===== config.mk =====
export PLATFORM = sky130hd
export DESIGN_NAME = tpl_touch_probe
export DESIGN_NICKNAME = d
export VERILOG_FILES = /design/src/core/tpl_pkg.sv /design/src/core/tpl_probe_chan.sv /design/src/core/tpl_touch_probe.sv
export SDC_FILE = /design/constraint.sdc
export NUM_CORES = 1
export LEC_CHECK = 0
export BUFFER_PORTS_ARGS = -buffer_cell sky130_fd_sc_hd__buf_2
export CAP_MARGIN = 25
export CORE_ASPECT_RATIO = 2
export CORE_MARGIN = 2
export CORE_UTILIZATION = 34
export CTS_CLUSTER_DIAMETER = 40
export DETAILED_ROUTE_END_ITERATION = 12
export HOLD_SLACK_MARGIN = 0.03
export MAX_ROUTING_LAYER = met4
export PLACE_DENSITY = 0.61
export SLEW_MARGIN = 20
export SYNTH_ARGS = -nofsm -noshare
export SYNTH_HDL_FRONTEND = slang
export SYNTH_SLANG_ARGS = --single-unit

===== constraint.sdc =====
create_clock -name i_clk -period 1.56 [get_ports i_clk]
set_input_delay 0.078 -clock i_clk [delete_from_list [all_inputs] [get_ports i_clk]]
set_output_delay 0.078 -clock i_clk [all_outputs]
set_load 0.005 [all_outputs]

===== src/core/tpl_pkg.sv =====
// constants, types and decode helpers for the touch-probe position latch
// assumes one control clock; object indices arrive as 16-bit values
package tpl_pkg;

    localparam logic [15:0] IDX_CTRL    = 16'h60B8;
    localparam logic [15:0] IDX_STAT    = 16'h60B9;
    localparam logic [15:0] IDX_P1_RISE = 16'h60BA;
    localparam logic [15:0] IDX_P1_FALL = 16'h60BB;
    localparam logic [15:0] IDX_P2_RISE = 16'h60BC;
    localparam logic [15:0] IDX_P2_FALL = 16'h60BD;

    // per-probe field base inside the control and status words
    localparam int P1_BASE = 0;
    localparam int P2_BASE = 8;

    // control field offsets relative to the probe base
    localparam int CB_EN   = 0;
    localparam int CB_MODE = 1;
    localparam int CB_SRC  = 2;
    localparam int CB_RISE = 4;
    localparam int CB_FALL = 5;

    // status field offsets relative to the probe base
    localparam int SB_EN    = 0;
    localparam int SB_RDONE = 1;
    localparam int SB_FDONE = 2;
    localparam int SB_SRC   = 6;
    localparam int SB_LVL   = 7;

    localparam logic [15:0] CTRL_WMASK = 16'h3737;
    localparam logic [15:0] CTRL_RESET = 16'h0000;
    localparam logic [31:0] RDATA_ZERO = 32'h00000000;

    localparam int NUM_IN      = 3; // probe1 pin, probe2 pin, encoder index
    localparam int IN_P1       = 0;
    localparam int IN_P2       = 1;
    localparam int IN_IDX      = 2;
    localparam int SYNC_STAGES = 3;

    typedef struct packed {
        logic en;
        logic cont;
        logic src;
        logic rise_en;
        logic fall_en;
    } tpl_cfg_type;

    typedef struct packed {
        logic di_rise;
        logic di_fall;
        logic idx_rise;
    } tpl_evt_type;

    function automatic tpl_cfg_type tpl_decode_cfg(input logic [15:0] w,
                                                   input int base);
        tpl_cfg_type c;
        c.en      = w[base+CB_EN];
        c.cont    = w[base+CB_MODE];
        c.src     = w[base+CB_SRC];
        c.rise_en = w[base+CB_RISE];
        c.fall_en = w[base+CB_FALL];
        return c;
    endfunction

endpackage


===== src/core/tpl_probe_chan.sv =====
// one probe channel: qualifies edges and latches the position feedback
// assumes event pulses are one cycle wide and on the control clock
module tpl_probe_chan #(
    parameter int POS_W = 32
) (
    input  wire logic               i_clk,       // control clock
    input  wire logic               i_arst_n,    // async reset, low
    input  tpl_pkg::tpl_cfg_type    i_cfg,       // decoded probe config
    input  tpl_pkg::tpl_evt_type    i_evt,       // filtered edge pulses
    input  wire logic [POS_W-1:0]   i_pos,       // position feedback
    output logic      [POS_W-1:0]   o_rise_pos,  // rising capture
    output logic      [POS_W-1:0]   o_fall_pos,  // falling capture
    output logic                    o_rise_done, // rising latched
    output logic                    o_fall_done  // falling latched
);

    logic rise_hit;
    logic fall_hit;

    // index falling edges never latch, so fall needs the pin source
    assign rise_hit = i_cfg.en && i_cfg.rise_en
                   && (i_cfg.src ? i_evt.idx_rise : i_evt.di_rise)
                   && (i_cfg.cont || !o_rise_done);
    assign fall_hit = i_cfg.en && i_cfg.fall_en && !i_cfg.src
                   && i_evt.di_fall
                   && (i_cfg.cont || !o_fall_done);

    always_ff @(posedge i_clk or negedge i_arst_n) begin
        if (!i_arst_n) begin
            o_rise_pos <= '0;
        end else if (rise_hit) begin
            o_rise_pos <= i_pos;
        end
    end

    always_ff @(posedge i_clk or negedge i_arst_n) begin
        if (!i_arst_n) begin
            o_fall_pos <= '0;
        end else if (fall_hit) begin
            o_fall_pos <= i_pos;
        end
    end

    // disabling is the only re-arm; set and clear never meet
    always_ff @(posedge i_clk or negedge i_arst_n) begin
        if (!i_arst_n) begin
            o_rise_done <= 1'b0;
            o_fall_done <= 1'b0;
        end else if (!i_cfg.en) begin
            o_rise_done <= 1'b0;
            o_fall_done <= 1'b0;
        end else begin
            o_rise_done <= o_rise_done | rise_hit;
            o_fall_done <= o_fall_done | fall_hit;
        end
    end

    AST_RISE_CAPT: assert property (@(posedge i_clk)
        disable iff (!i_arst_n)
        rise_hit |=> (o_rise_pos == $past(i_pos)) && o_rise_done)
        else $error("rising capture did not load position");

    AST_FALL_CAPT: assert property (@(posedge i_clk)
        disable iff (!i_arst_n)
        fall_hit |=> (o_fall_pos == $past(i_pos)) && o_fall_done)
        else $error("falling capture did not load position");

    AST_OFF_FROZEN: assert property (@(posedge i_clk)
        disable iff (!i_arst_n)
        !i_cfg.en |=> $stable(o_rise_pos) && $stable(o_fall_pos)
                      && !o_rise_done && !o_fall_done)
        else $error("disabled probe changed its captures");

    AST_SINGLE_HOLD: assert property (@(posedge i_clk)
        disable iff (!i_arst_n)
        (i_cfg.en && !i_cfg.cont && o_rise_done && o_fall_done)
        |=> $stable(o_rise_pos) && $stable(o_fall_pos))
        else $error("single-shot capture was overwritten");

    AST_IDX_NO_FALL: assert property (@(posedge i_clk)
        disable iff (!i_arst_n)
        i_cfg.src |=> $stable(o_fall_pos))
        else $error("index source latched a falling edge");

endmodule // tpl_probe_chan


===== src/core/tpl_touch_probe.sv =====
// two-channel touch-probe position latch with object-index access port
// assumes probe pins and index pulse are asynchronous; position and
// object access come from logic on the same control clock
// Notes on behaviour
// - enable bits 0 and 8 arm each probe
// - mode bits 1 and 9: once or continuous
// - bit 2 picks probe one pin or index
// - bit 10 picks probe two pin or index
// - bits 4/12 rising, 5/13 falling edge enables
// - status bits 0 and 8 show enable
// - status 1/2 and 9/10 show latch done
// - status bits 6 and 14 echo source
// - status bits 7 and 15 show pin level
// - rising edge loads position into rise register
// - falling edge loads position into fall register
// - index falling edge never latches
module tpl_touch_probe #(
    parameter int POS_W = 32
) (
    input  wire logic               i_clk,                  // control clock
    input  wire logic               i_arst_n,               // async reset
    input  wire logic               i_probe1_digital_input, // probe 1 pin
    input  wire logic               i_probe2_digital_input, // probe 2 pin
    input  wire logic               i_enc_index,            // index pulse
    input  wire logic [POS_W-1:0]   i_pos_fb,               // position
    input  wire logic               i_obj_wr,               // write strobe
    input  wire logic               i_obj_rd,               // read strobe
    input  wire logic [15:0]        i_obj_index,            // object index
    input  wire logic [15:0]        i_obj_wdata,            // write data
    output logic      [31:0]        o_obj_rdata,            // read data
    output logic                    o_obj_ack,              // access done
    output logic                    o_obj_err               // bad access
);

    if (POS_W < 1 || POS_W > 32) begin : g_bad_pos_w
        $error("POS_W must lie between 1 and 32");
    end

    logic [tpl_pkg::NUM_IN-1:0] raw_in;
    logic [tpl_pkg::NUM_IN-1:0] sync1_reg;
    logic [tpl_pkg::NUM_IN-1:0] sync2_reg;
    logic [tpl_pkg::NUM_IN-1:0] sync3_reg;
    logic [tpl_pkg::NUM_IN-1:0] filt_reg;
    logic [tpl_pkg::NUM_IN-1:0] filt_prev_reg;
    logic [tpl_pkg::NUM_IN-1:0] in_rise;
    logic [tpl_pkg::NUM_IN-1:0] in_fall;

    logic [15:0]                ctrl_reg;
    logic [15:0]                stat_word;
    tpl_pkg::tpl_cfg_type       cfg1;
    tpl_pkg::tpl_cfg_type       cfg2;
    tpl_pkg::tpl_evt_type       evt1;
    tpl_pkg::tpl_evt_type       evt2;
    logic [POS_W-1:0]           p1_rise_pos;
    logic [POS_W-1:0]           p1_fall_pos;
    logic [POS_W-1:0]           p2_rise_pos;
    logic [POS_W-1:0]           p2_fall_pos;
    logic                       p1_rise_done;
    logic                       p1_fall_done;
    logic                       p2_rise_done;
    logic                       p2_fall_done;

    logic                       access;
    logic                       mapped;
    logic                       ctrl_write;
    logic                       err_next;
    logic [31:0]                rdata_next;

    assign raw_in[tpl_pkg::IN_P1]  = i_probe1_digital_input;
    assign raw_in[tpl_pkg::IN_P2]  = i_probe2_digital_input;
    assign raw_in[tpl_pkg::IN_IDX] = i_enc_index;

    // three stages; the level moves only once stages two and three agree,
    // which also rejects a single-cycle glitch on the pin
    for (genvar k = 0; k < tpl_pkg::NUM_IN; k++) begin : g_sync
        always_ff @(posedge i_clk or negedge i_arst_n) begin
            if (!i_arst_n) begin
                sync1_reg[k] <= 1'b0;
                sync2_reg[k] <= 1'b0;
                sync3_reg[k] <= 1'b0;
            end else begin
                sync1_reg[k] <= raw_in[k];
                sync2_reg[k] <= sync1_reg[k];
                sync3_reg[k] <= sync2_reg[k];
            end
        end

        always_ff @(posedge i_clk or negedge i_arst_n) begin
            if (!i_arst_n) begin
                filt_reg[k]      <= 1'b0;
                filt_prev_reg[k] <= 1'b0;
            end else begin
                if (sync2_reg[k] == sync3_reg[k]) begin
                    filt_reg[k] <= sync3_reg[k];
                end
                filt_prev_reg[k] <= filt_reg[k];
            end
        end

        assign in_rise[k] = filt_reg[k] & ~filt_prev_reg[k];
        assign in_fall[k] = ~filt_reg[k] & filt_prev_reg[k];
    end

    // control word; reserved bits never store
    assign ctrl_write = i_obj_wr && (i_obj_index == tpl_pkg::IDX_CTRL);

    always_ff @(posedge i_clk or negedge i_arst_n) begin
        if (!i_arst_n) begin
            ctrl_reg <= tpl_pkg::CTRL_RESET;
        end else if (ctrl_write) begin
            ctrl_reg <= i_obj_wdata & tpl_pkg::CTRL_WMASK;
        end
    end

    assign cfg1 = tpl_pkg::tpl_decode_cfg(ctrl_reg, tpl_pkg::P1_BASE);
    assign cfg2 = tpl_pkg::tpl_decode_cfg(ctrl_reg, tpl_pkg::P2_BASE);

    // the index pulse is shared by both probes
    assign evt1.di_rise  = in_rise[tpl_pkg::IN_P1];
    assign evt1.di_fall  = in_fall[tpl_pkg::IN_P1];
    assign evt1.idx_rise = in_rise[tpl_pkg::IN_IDX];
    assign evt2.di_rise  = in_rise[tpl_pkg::IN_P2];
    assign evt2.di_fall  = in_fall[tpl_pkg::IN_P2];
    assign evt2.idx_rise = in_rise[tpl_pkg::IN_IDX];

    tpl_probe_chan #(
        .POS_W       (POS_W)
    ) u_probe1 (
        .i_clk       (i_clk),
        .i_arst_n    (i_arst_n),
        .i_cfg       (cfg1),
        .i_evt       (evt1),
        .i_pos       (i_pos_fb),
        .o_rise_pos  (p1_rise_pos),
        .o_fall_pos  (p1_fall_pos),
        .o_rise_done (p1_rise_done),
        .o_fall_done (p1_fall_done)
    );

    tpl_probe_chan #(
        .POS_W       (POS_W)
    ) u_probe2 (
        .i_clk       (i_clk),
        .i_arst_n    (i_arst_n),
        .i_cfg       (cfg2),
        .i_evt       (evt2),
        .i_pos       (i_pos_fb),
        .o_rise_pos  (p2_rise_pos),
        .o_fall_pos  (p2_fall_pos),
        .o_rise_done (p2_rise_done),
        .o_fall_done (p2_fall_done)
    );

    // status word; every bit not assigned stays zero
    always_comb begin
        stat_word = '0;
        stat_word[tpl_pkg::P1_BASE+tpl_pkg::SB_EN]    = cfg1.en;
        stat_word[tpl_pkg::P1_BASE+tpl_pkg::SB_RDONE] = p1_rise_done;
        stat_word[tpl_pkg::P1_BASE+tpl_pkg::SB_FDONE] = p1_fall_done;
        stat_word[tpl_pkg::P1_BASE+tpl_pkg::SB_SRC]   = cfg1.src;
        stat_word[tpl_pkg::P1_BASE+tpl_pkg::SB_LVL]   =
            filt_reg[tpl_pkg::IN_P1];
        stat_word[tpl_pkg::P2_BASE+tpl_pkg::SB_EN]    = cfg2.en;
        stat_word[tpl_pkg::P2_BASE+tpl_pkg::SB_RDONE] = p2_rise_done;
        stat_word[tpl_pkg::P2_BASE+tpl_pkg::SB_FDONE] = p2_fall_done;
        stat_word[tpl_pkg::P2_BASE+tpl_pkg::SB_SRC]   = cfg2.src;
        stat_word[tpl_pkg::P2_BASE+tpl_pkg::SB_LVL]   =
            filt_reg[tpl_pkg::IN_P2];
    end

    // object access: answer registered one edge after the strobe
    assign access = i_obj_wr || i_obj_rd;

    always_comb begin
        mapped     = 1'b1;
        rdata_next = tpl_pkg::RDATA_ZERO;
        case (i_obj_index)
            tpl_pkg::IDX_CTRL:    rdata_next[15:0]      = ctrl_reg;
            tpl_pkg::IDX_STAT:    rdata_next[15:0]      = stat_word;
            tpl_pkg::IDX_P1_RISE: rdata_next[POS_W-1:0] = p1_rise_pos;
            tpl_pkg::IDX_P1_FALL: rdata_next[POS_W-1:0] = p1_fall_pos;
            tpl_pkg::IDX_P2_RISE: rdata_next[POS_W-1:0] = p2_rise_pos;
            tpl_pkg::IDX_P2_FALL: rdata_next[POS_W-1:0] = p2_fall_pos;
            default:              mapped                = 1'b0;
        endcase
        // status and captures are read-only, so a write there is refused
        err_next = !mapped || (i_obj_wr && !ctrl_write);
    end

    always_ff @(posedge i_clk or negedge i_arst_n) begin
        if (!i_arst_n) begin
            o_obj_ack <= 1'b0;
            o_obj_err <= 1'b0;
        end else begin
            o_obj_ack <= access;
            o_obj_err <= access && err_next;
        end
    end

    // read data holds its last value between reads
    always_ff @(posedge i_clk or negedge i_arst_n) begin
        if (!i_arst_n) begin
            o_obj_rdata <= tpl_pkg::RDATA_ZERO;
        end else if (i_obj_rd && !i_obj_wr) begin
            o_obj_rdata <= mapped ? rdata_next : tpl_pkg::RDATA_ZERO;
        end
    end

    AST_CTRL_WRITE: assert property (@(posedge i_clk)
        disable iff (!i_arst_n)
        ctrl_write |=> ctrl_reg == ($past(i_obj_wdata) & 16'h3737))
        else $error("control write not stored with reserved bits masked");

    AST_STAT_EN: assert property (@(posedge i_clk)
        disable iff (!i_arst_n)
        stat_word[0] == ctrl_reg[0] && stat_word[8] == ctrl_reg[8])
        else $error("status enable bits do not follow control");

    AST_STAT_SRC: assert property (@(posedge i_clk)
        disable iff (!i_arst_n)
        stat_word[6] == ctrl_reg[2] && stat_word[14] == ctrl_reg[10])
        else $error("status source bits do not echo control");

    AST_STAT_RSVD: assert property (@(posedge i_clk)
        disable iff (!i_arst_n)
        (stat_word & 16'h3838) == 16'h0000)
        else $error("reserved status bit set");

    AST_LEVEL: assert property (@(posedge i_clk)
        disable iff (!i_arst_n)
        (sync2_reg[0] == sync3_reg[0]) |=> stat_word[7] == $past(sync3_reg[0]))
        else $error("probe one level not reported");

    AST_STAT_READ: assert property (@(posedge i_clk)
        disable iff (!i_arst_n)
        (i_obj_rd && !i_obj_wr && i_obj_index == 16'h60B9)
        |=> o_obj_ack && o_obj_rdata == {16'h0000, $past(stat_word)})
        else $error("status read returned wrong word");

    AST_ACK_ONCE: assert property (@(posedge i_clk) disable iff (!i_arst_n)
        !access |=> !o_obj_ack && !o_obj_err)
        else $error("answer without a request");

    AST_REARM: assert property (@(posedge i_clk)
        disable iff (!i_arst_n)
        (ctrl_write && i_obj_wdata == 16'h0000)
        |=> ##1 stat_word[1] == 1'b0 && stat_word[2] == 1'b0
                && stat_word[9] == 1'b0 && stat_word[10] == 1'b0)
        else $error("zero write did not clear latch flags");

    AST_P2_INDEX: assert property (@(posedge i_clk)
        disable iff (!i_arst_n)
        (cfg2.en && cfg2.src && cfg2.rise_en && cfg2.cont
         && in_rise[tpl_pkg::IN_IDX])
        |=> p2_rise_pos == $past(i_pos_fb))
        else $error("probe two did not latch on index");

    AST_LEVEL2: assert property (@(posedge i_clk)
        disable iff (!i_arst_n)
        (sync2_reg[tpl_pkg::IN_P2] == sync3_reg[tpl_pkg::IN_P2])
        |=> stat_word[15] == $past(sync3_reg[tpl_pkg::IN_P2]))
        else $error("probe two level not reported");

    AST_P1_INDEX: assert property (@(posedge i_clk)
        disable iff (!i_arst_n)
        (cfg1.en && cfg1.src && cfg1.rise_en && cfg1.cont
         && in_rise[tpl_pkg::IN_IDX])
        |=> p1_rise_pos == $past(i_pos_fb))
        else $error("probe one did not latch on index");

    AST_P1_PIN_IGN: assert property (@(posedge i_clk)
        disable iff (!i_arst_n)
        (cfg1.src && !in_rise[tpl_pkg::IN_IDX]) |=> $stable(p1_rise_pos))
        else $error("probe one latched its pin with index source");

    AST_P2_PIN_IGN: assert property (@(posedge i_clk)
        disable iff (!i_arst_n)
        (cfg2.src && !in_rise[tpl_pkg::IN_IDX]) |=> $stable(p2_rise_pos))
        else $error("probe two latched its pin with index source");

    AST_P1_RISE_OFF: assert property (@(posedge i_clk)
        disable iff (!i_arst_n)
        !cfg1.rise_en |=> $stable(p1_rise_pos))
        else $error("probe one latched a disabled rising edge");

    AST_P1_FALL_OFF: assert property (@(posedge i_clk)
        disable iff (!i_arst_n)
        !cfg1.fall_en |=> $stable(p1_fall_pos))
        else $error("probe one latched a disabled falling edge");

    AST_P2_FALL_OFF: assert property (@(posedge i_clk)
        disable iff (!i_arst_n)
        !cfg2.fall_en |=> $stable(p2_fall_pos))
        else $error("probe two latched a disabled falling edge");

    AST_P2_CONT: assert property (@(posedge i_clk)
        disable iff (!i_arst_n)
        (cfg2.en && cfg2.cont && cfg2.rise_en && !cfg2.src
         && in_rise[tpl_pkg::IN_P2])
        |=> p2_rise_pos == $past(i_pos_fb) && p2_rise_done)
        else $error("continuous probe two missed a rising edge");

endmodule // tpl_touch_probe


# ---- After elaboration in Yosys (flattened, before gate mapping)
# Index checks and enable logic that the tools add are counted.
dict set report totals {
  mem_bits_rw 0
  in_bits 71
  rom_bits 0
  mem_count 0
  reg_bits 191
  latchBits 0
}
dict set report classes {
  magnitude_cmp 0
  div_mod_pow 0
  n_bitwise 14
  add_sub_neg 0
  n_shift 0
  n_mul 0
  mux 10
  n_reduce_logical 34
  eq_ne 9
}
# operator n
set ops {}
lappend ops {{16-bit by 15-bit equality test with 1-bit output (second input constant)} 6}
lappend ops {{16-bit case mux with 6 select lines} 1}
lappend ops {{16-bit case mux with 4 select lines} 1}
lappend ops {{32-bit two-way mux} 1}
lappend ops {{1-bit logical AND} 18}
lappend ops {{1-bit logical NOT} 9}
lappend ops {{1-bit two-way mux} 7}
lappend ops {{1-bit logical OR} 6}
lappend ops {{6-bit OR reduction} 1}
lappend ops {{1-bit bitwise AND} 5}
lappend ops {{1-bit inverter} 5}
lappend ops {{1-bit bitwise OR} 4}
lappend ops {{1-bit equality test} 3}

# ---- Longest topological paths before layout
dict set report logic_depth {
  depth_word 7
  mapped_depth 7
  depth_no_buf 4
}

# ---- By module
# Synthesis repeated with hierarchy kept, for this count alone.
dict set report hier_totals {
  hier_cells 594
  area_unflattened_um2 8683.3
}
# mod cells_per_inst seq_area_each_um2 area_each_um2 n_inst
set modules_own_cells {}
lappend modules_own_cells {tpl_probe_chan 145 1651.6 2620.0 2}
lappend modules_own_cells {tpl_touch_probe 304 1476.4 3443.3 1}

# ---- Least setup slack after synthesis
# OpenSTA, ideal clock, no wires.
dict set report synth_path {
  kind {flip-flop to flip-flop}
  startpoint {reg ctrl_reg[10]}
  endpoint {reg u_probe2.o_rise_pos[19]}
  stages_incl_launch_ff 6
  arrival_ns 1.557
  setup_time_ns 0.125
  period_less_slack_ns 1.682
  setup_slack_ns -0.122
  path_buffers 1
  path_cell_list {dfrtp_1 nor3b_1 a21oi_1 a211oi_2 buf_2 mux2_2}
}
dict set report synth_via {
  elab_chain_len 3
}
# element line
set synth_lines {}
lappend synth_lines {{start: declaration} tpl_touch_probe.sv:48} ;# logic [15:0] ctrl_reg;
lappend synth_lines {{start signal: assignment} tpl_touch_probe.sv:109} ;# ctrl_reg <= tpl_pkg::CTRL_RESET;
lappend synth_lines {{start signal: assignment} tpl_touch_probe.sv:111} ;# ctrl_reg <= i_obj_wdata & tpl_pkg::CTRL_WMASK;
lappend synth_lines {{1-bit two-way mux} tpl_probe_chan.sv:22} ;# && (i_cfg.src ? i_evt.idx_rise : i_evt.di_rise)
lappend synth_lines {{1-bit logical AND} tpl_probe_chan.sv:22}
lappend synth_lines {{1-bit logical AND} tpl_probe_chan.sv:23} ;# && (i_cfg.cont || !o_rise_done);
lappend synth_lines {{end signal: assignment} tpl_probe_chan.sv:32} ;# o_rise_pos <= i_pos;
lappend synth_lines {{end: declaration} tpl_probe_chan.sv:11} ;# output logic [POS_W-1:0] o_rise_pos,
# No other way between the ends.
# A chain may end at the register's enable or synchronous reset.

# ---- Worst setup path in the final report
dict set report layout_path {
  startpoint {reg ctrl_reg[2]}
  endpoint {reg u_probe1.o_fall_pos[30]}
}
dict set report layout_via {
  elab_chain_len 4
}
# element line
set layout_lines {}
lappend layout_lines {{1-bit logical NOT} tpl_probe_chan.sv:24} ;# assign fall_hit = i_cfg.en && i_cfg.fall_en && !i_cfg.src
lappend layout_lines {{1-bit logical AND} tpl_probe_chan.sv:24}
lappend layout_lines {{1-bit logical AND} tpl_probe_chan.sv:25} ;# && i_evt.di_fall
lappend layout_lines {{1-bit logical AND} tpl_probe_chan.sv:26} ;# && (i_cfg.cont || !o_fall_done);
lappend layout_lines {{end signal: assignment} tpl_probe_chan.sv:40} ;# o_fall_pos <= i_pos;
lappend layout_lines {{end: declaration} tpl_probe_chan.sv:12} ;# output logic [POS_W-1:0] o_fall_pos,
# No other way between the ends.

==> reports/metrics.cfg <==
[job]
cap_viol_max_count = 0

[synthesis]
syn_inst = 597
ys.flop_type = dfrtp_1
netlist_area_um2 = 8350
synth_edf_count = 0
yosysUniqueCellTypes = 36
async_flop_share_pct = 100
synth_seq_cells = 191
seq_area_frac_synth_pct = 57.3
yosys_warnings = 0
syn_nets = 668
synth_top_cells_by_area = dfrtp_1 (57%), mux2_2 (21%), mux2_1 (6.6%)
synth_top_cell_by_area = dfrtp_1
yosys.area.top_type_share_pct = 57.3
avgSynthCellArea_um2 = 14.0

[cts]
cts_made_buffers = 17
cts_root_buffer = clkbuf_16
cts_sinks = 191
cts_buffer_depth = 2
tritoncts = done
clk-insertion-delay-late_ps = 450
clk_pin_slew_ps = 70
cts_max_level = 4

[detailed_routing]
drtAntennaViolNets = 0
firstDrtPassIters = 5
drt-initial-drc-count = 297
vias_per_cell = 5.15
drcViolationCount = 0
wl_mm = 23.6
wire_per_inst_um = 21.2
vias = 5740

[global_routing]
antenna_found_initial = 1
grt_pass1_wl_mm = 35.6
track_usage_pct = 18.9
grt_pass1_vias = 6268
grt-ovfl-total = 0
grt_max_degree = 53

[timing]
setup_viol = 128
fin_setup_tns_ps = -15450
tightest_slew_ps = 491
finalCriticalPeriod_ps = 1790
fin_ws_ps = -225
slew_headroom_pct = 67.3
max_freq_ghz = 0.560
hold_viol = 0
slew_violations = 0
skew_ps = 11.7
fin_crit_sh_pct = 114
rsz0062_at_grt = true

[die]
die_area_um2 = 25900
pin_count = 105
start_util_pct = 34.3
die_y_um = 226
num_rows = 81
core_area_um2 = 24300
die_w_um = 115

[worst_setup_path]
crit_required_ps = 1880
cp_max_fo = 7
setup.worst_path.class = flip-flop to flip-flop
end_kind = flip-flop
crit_arrival_ps = 2110
cp-start-kind = flip-flop

[cells_and_area]
area_delta_synth_final_pct = 42.3
finalNetCount = 882
final_util_pct = 48.8
layout-drive-gt1-share_pct = 52.4

[place]
portBuffers = 98
gp_congestion = 0.788
hpwl_mm = 14.5

[run_status]
status = finished with violations
violations = setup timing

[min_path]
worstHoldPathType = input pin to flip-flop

[pwr]
cellLeakagePower_uw = 0.00568
power.density_nw_per_um2 = 858
ir_drop_mv = 0.566

==> metal layers <==
layer	wire length, um	vias to the layer above	track usage (%)
li1	-	2612	-
met1	9230	2967	21.2
met2	12900	125	32.9
met3	667	36	2.90
met4	820	0	8.43
met5	0	-	-
==> kinds of logic (layout without fill, tap and decap cells) <==
kind of cell	count (synthesis)	count (layout)	synth area share (%)
adders and majority gates	3	3	0.360
AOI/OAI and AO/OA	91	91	7.15
other	0	1	0
DFF	191	191	57.3
muxes	204	204	27.5
xor gates and xnor gates	1	1	0.105
buffers and inverters	39	266	2.23
and+or+nand+nor	68	68	5.35
==> final cells by class <==
| type | count | area [um^2] |
|---|---|---|
| Fill cell | 2138 | 12500 |
| Sequential cell | 191 | 4780 |
| Multi-Input combinational cell | 367 | 3930 |
| Timing Repair Buffer | 231 | 2170 |
| Clock buffer | 21 | 480 |
| Tap cell | 290 | 363 |
| Clock inverter | 11 | 130 |
| Inverter | 3 | 11.3 |
| Antenna cell | 1 | 2.50 |
==> per-stage QoR <==
step                      power, uW  hold WS, ps  worst slack (ps)  instance area, um^2  instances
after global placement         5650         85.2              -148                 9860       1012
after detailed placement       5660         88.7              -193                 9860       1012
after CTS                     10200        -97.8              -157                11500       1101
after global routing          10500          130              -270                11900       1115
final                         10200          121              -225                11900       1115
after floorplan                5260         -218             -90.9                 8450        597
==> worst max-delay path: stages (launching register included) <==
cell       delay [ps]
dfrtp_1           410
buf_6             140
nor2_4             70
nand4_1           180
a21oi_4           190
buf_12            170
clkbuf_16         170
mux2_4            300
==> synth_stat cells, drive strengths merged, types with 4 or more instances <==
library cell / count
nand3: 4
dfrtp: 191
nor2: 6
buf: 23
nor4: 5
nand2: 37
o21ai: 20
a32oi: 8
clkbuf: 13
mux2: 204
a21oi: 22
a22oi: 34
==> timing repair <==
action                                  4_1_cts  5_1_grt
endpoints found under the hold margin       322        4
cloned                                        6        7
endpoints found under the setup margin      128      128
hold buffers                                 47        1
buffers inserted                              5        5
resized for setup                            83       50
pin swaps                                     1        4
==> power by group <==
part	switching (uW)	internal, uW
logic	341	312
registers	26.7	4990
clock network	1970	2540
total	2340	7850
==> layout by cell type, fill, tap and decap left out, types with 4 or more instances in the layout <==
cell / n
buf_2: 97
o21ai_1: 18
dlygate4sd3_1: 48
mux2_1: 10
buf_6: 4
a21oi_1: 18
dfrtp_1: 191
buf_16: 7
a32oi_1: 8
nand2_1: 37
mux2_4: 125
clkinvlp_4: 4
clkbuf_16: 23
nor2_1: 5
a22oi_1: 33
nor4_4: 4
buf_12: 23
mux2_2: 69
buf_4: 44
clkbuf_8: 5
==> final timing paths <==
check / slack (ps) / to / from / cells past startpoint
max: -230 / u_probe1.o_fall_pos[30] / ctrl_reg[2] / 7
min: 120 / ctrl_reg[1] / i_obj_wr / 4
max reg2reg: -230 / u_probe1.o_fall_pos[30] / ctrl_reg[2] / 7
min reg2reg: 350 / sync2_reg[0] / sync1_reg[0] / 0
max in group asynchronous: 820 / u_probe1.o_rise_pos[19] / i_arst_n / 3
min in group asynchronous: 170 / u_probe1.o_rise_pos[1] / i_arst_n / 2
(Power assumes the default switching activity.)
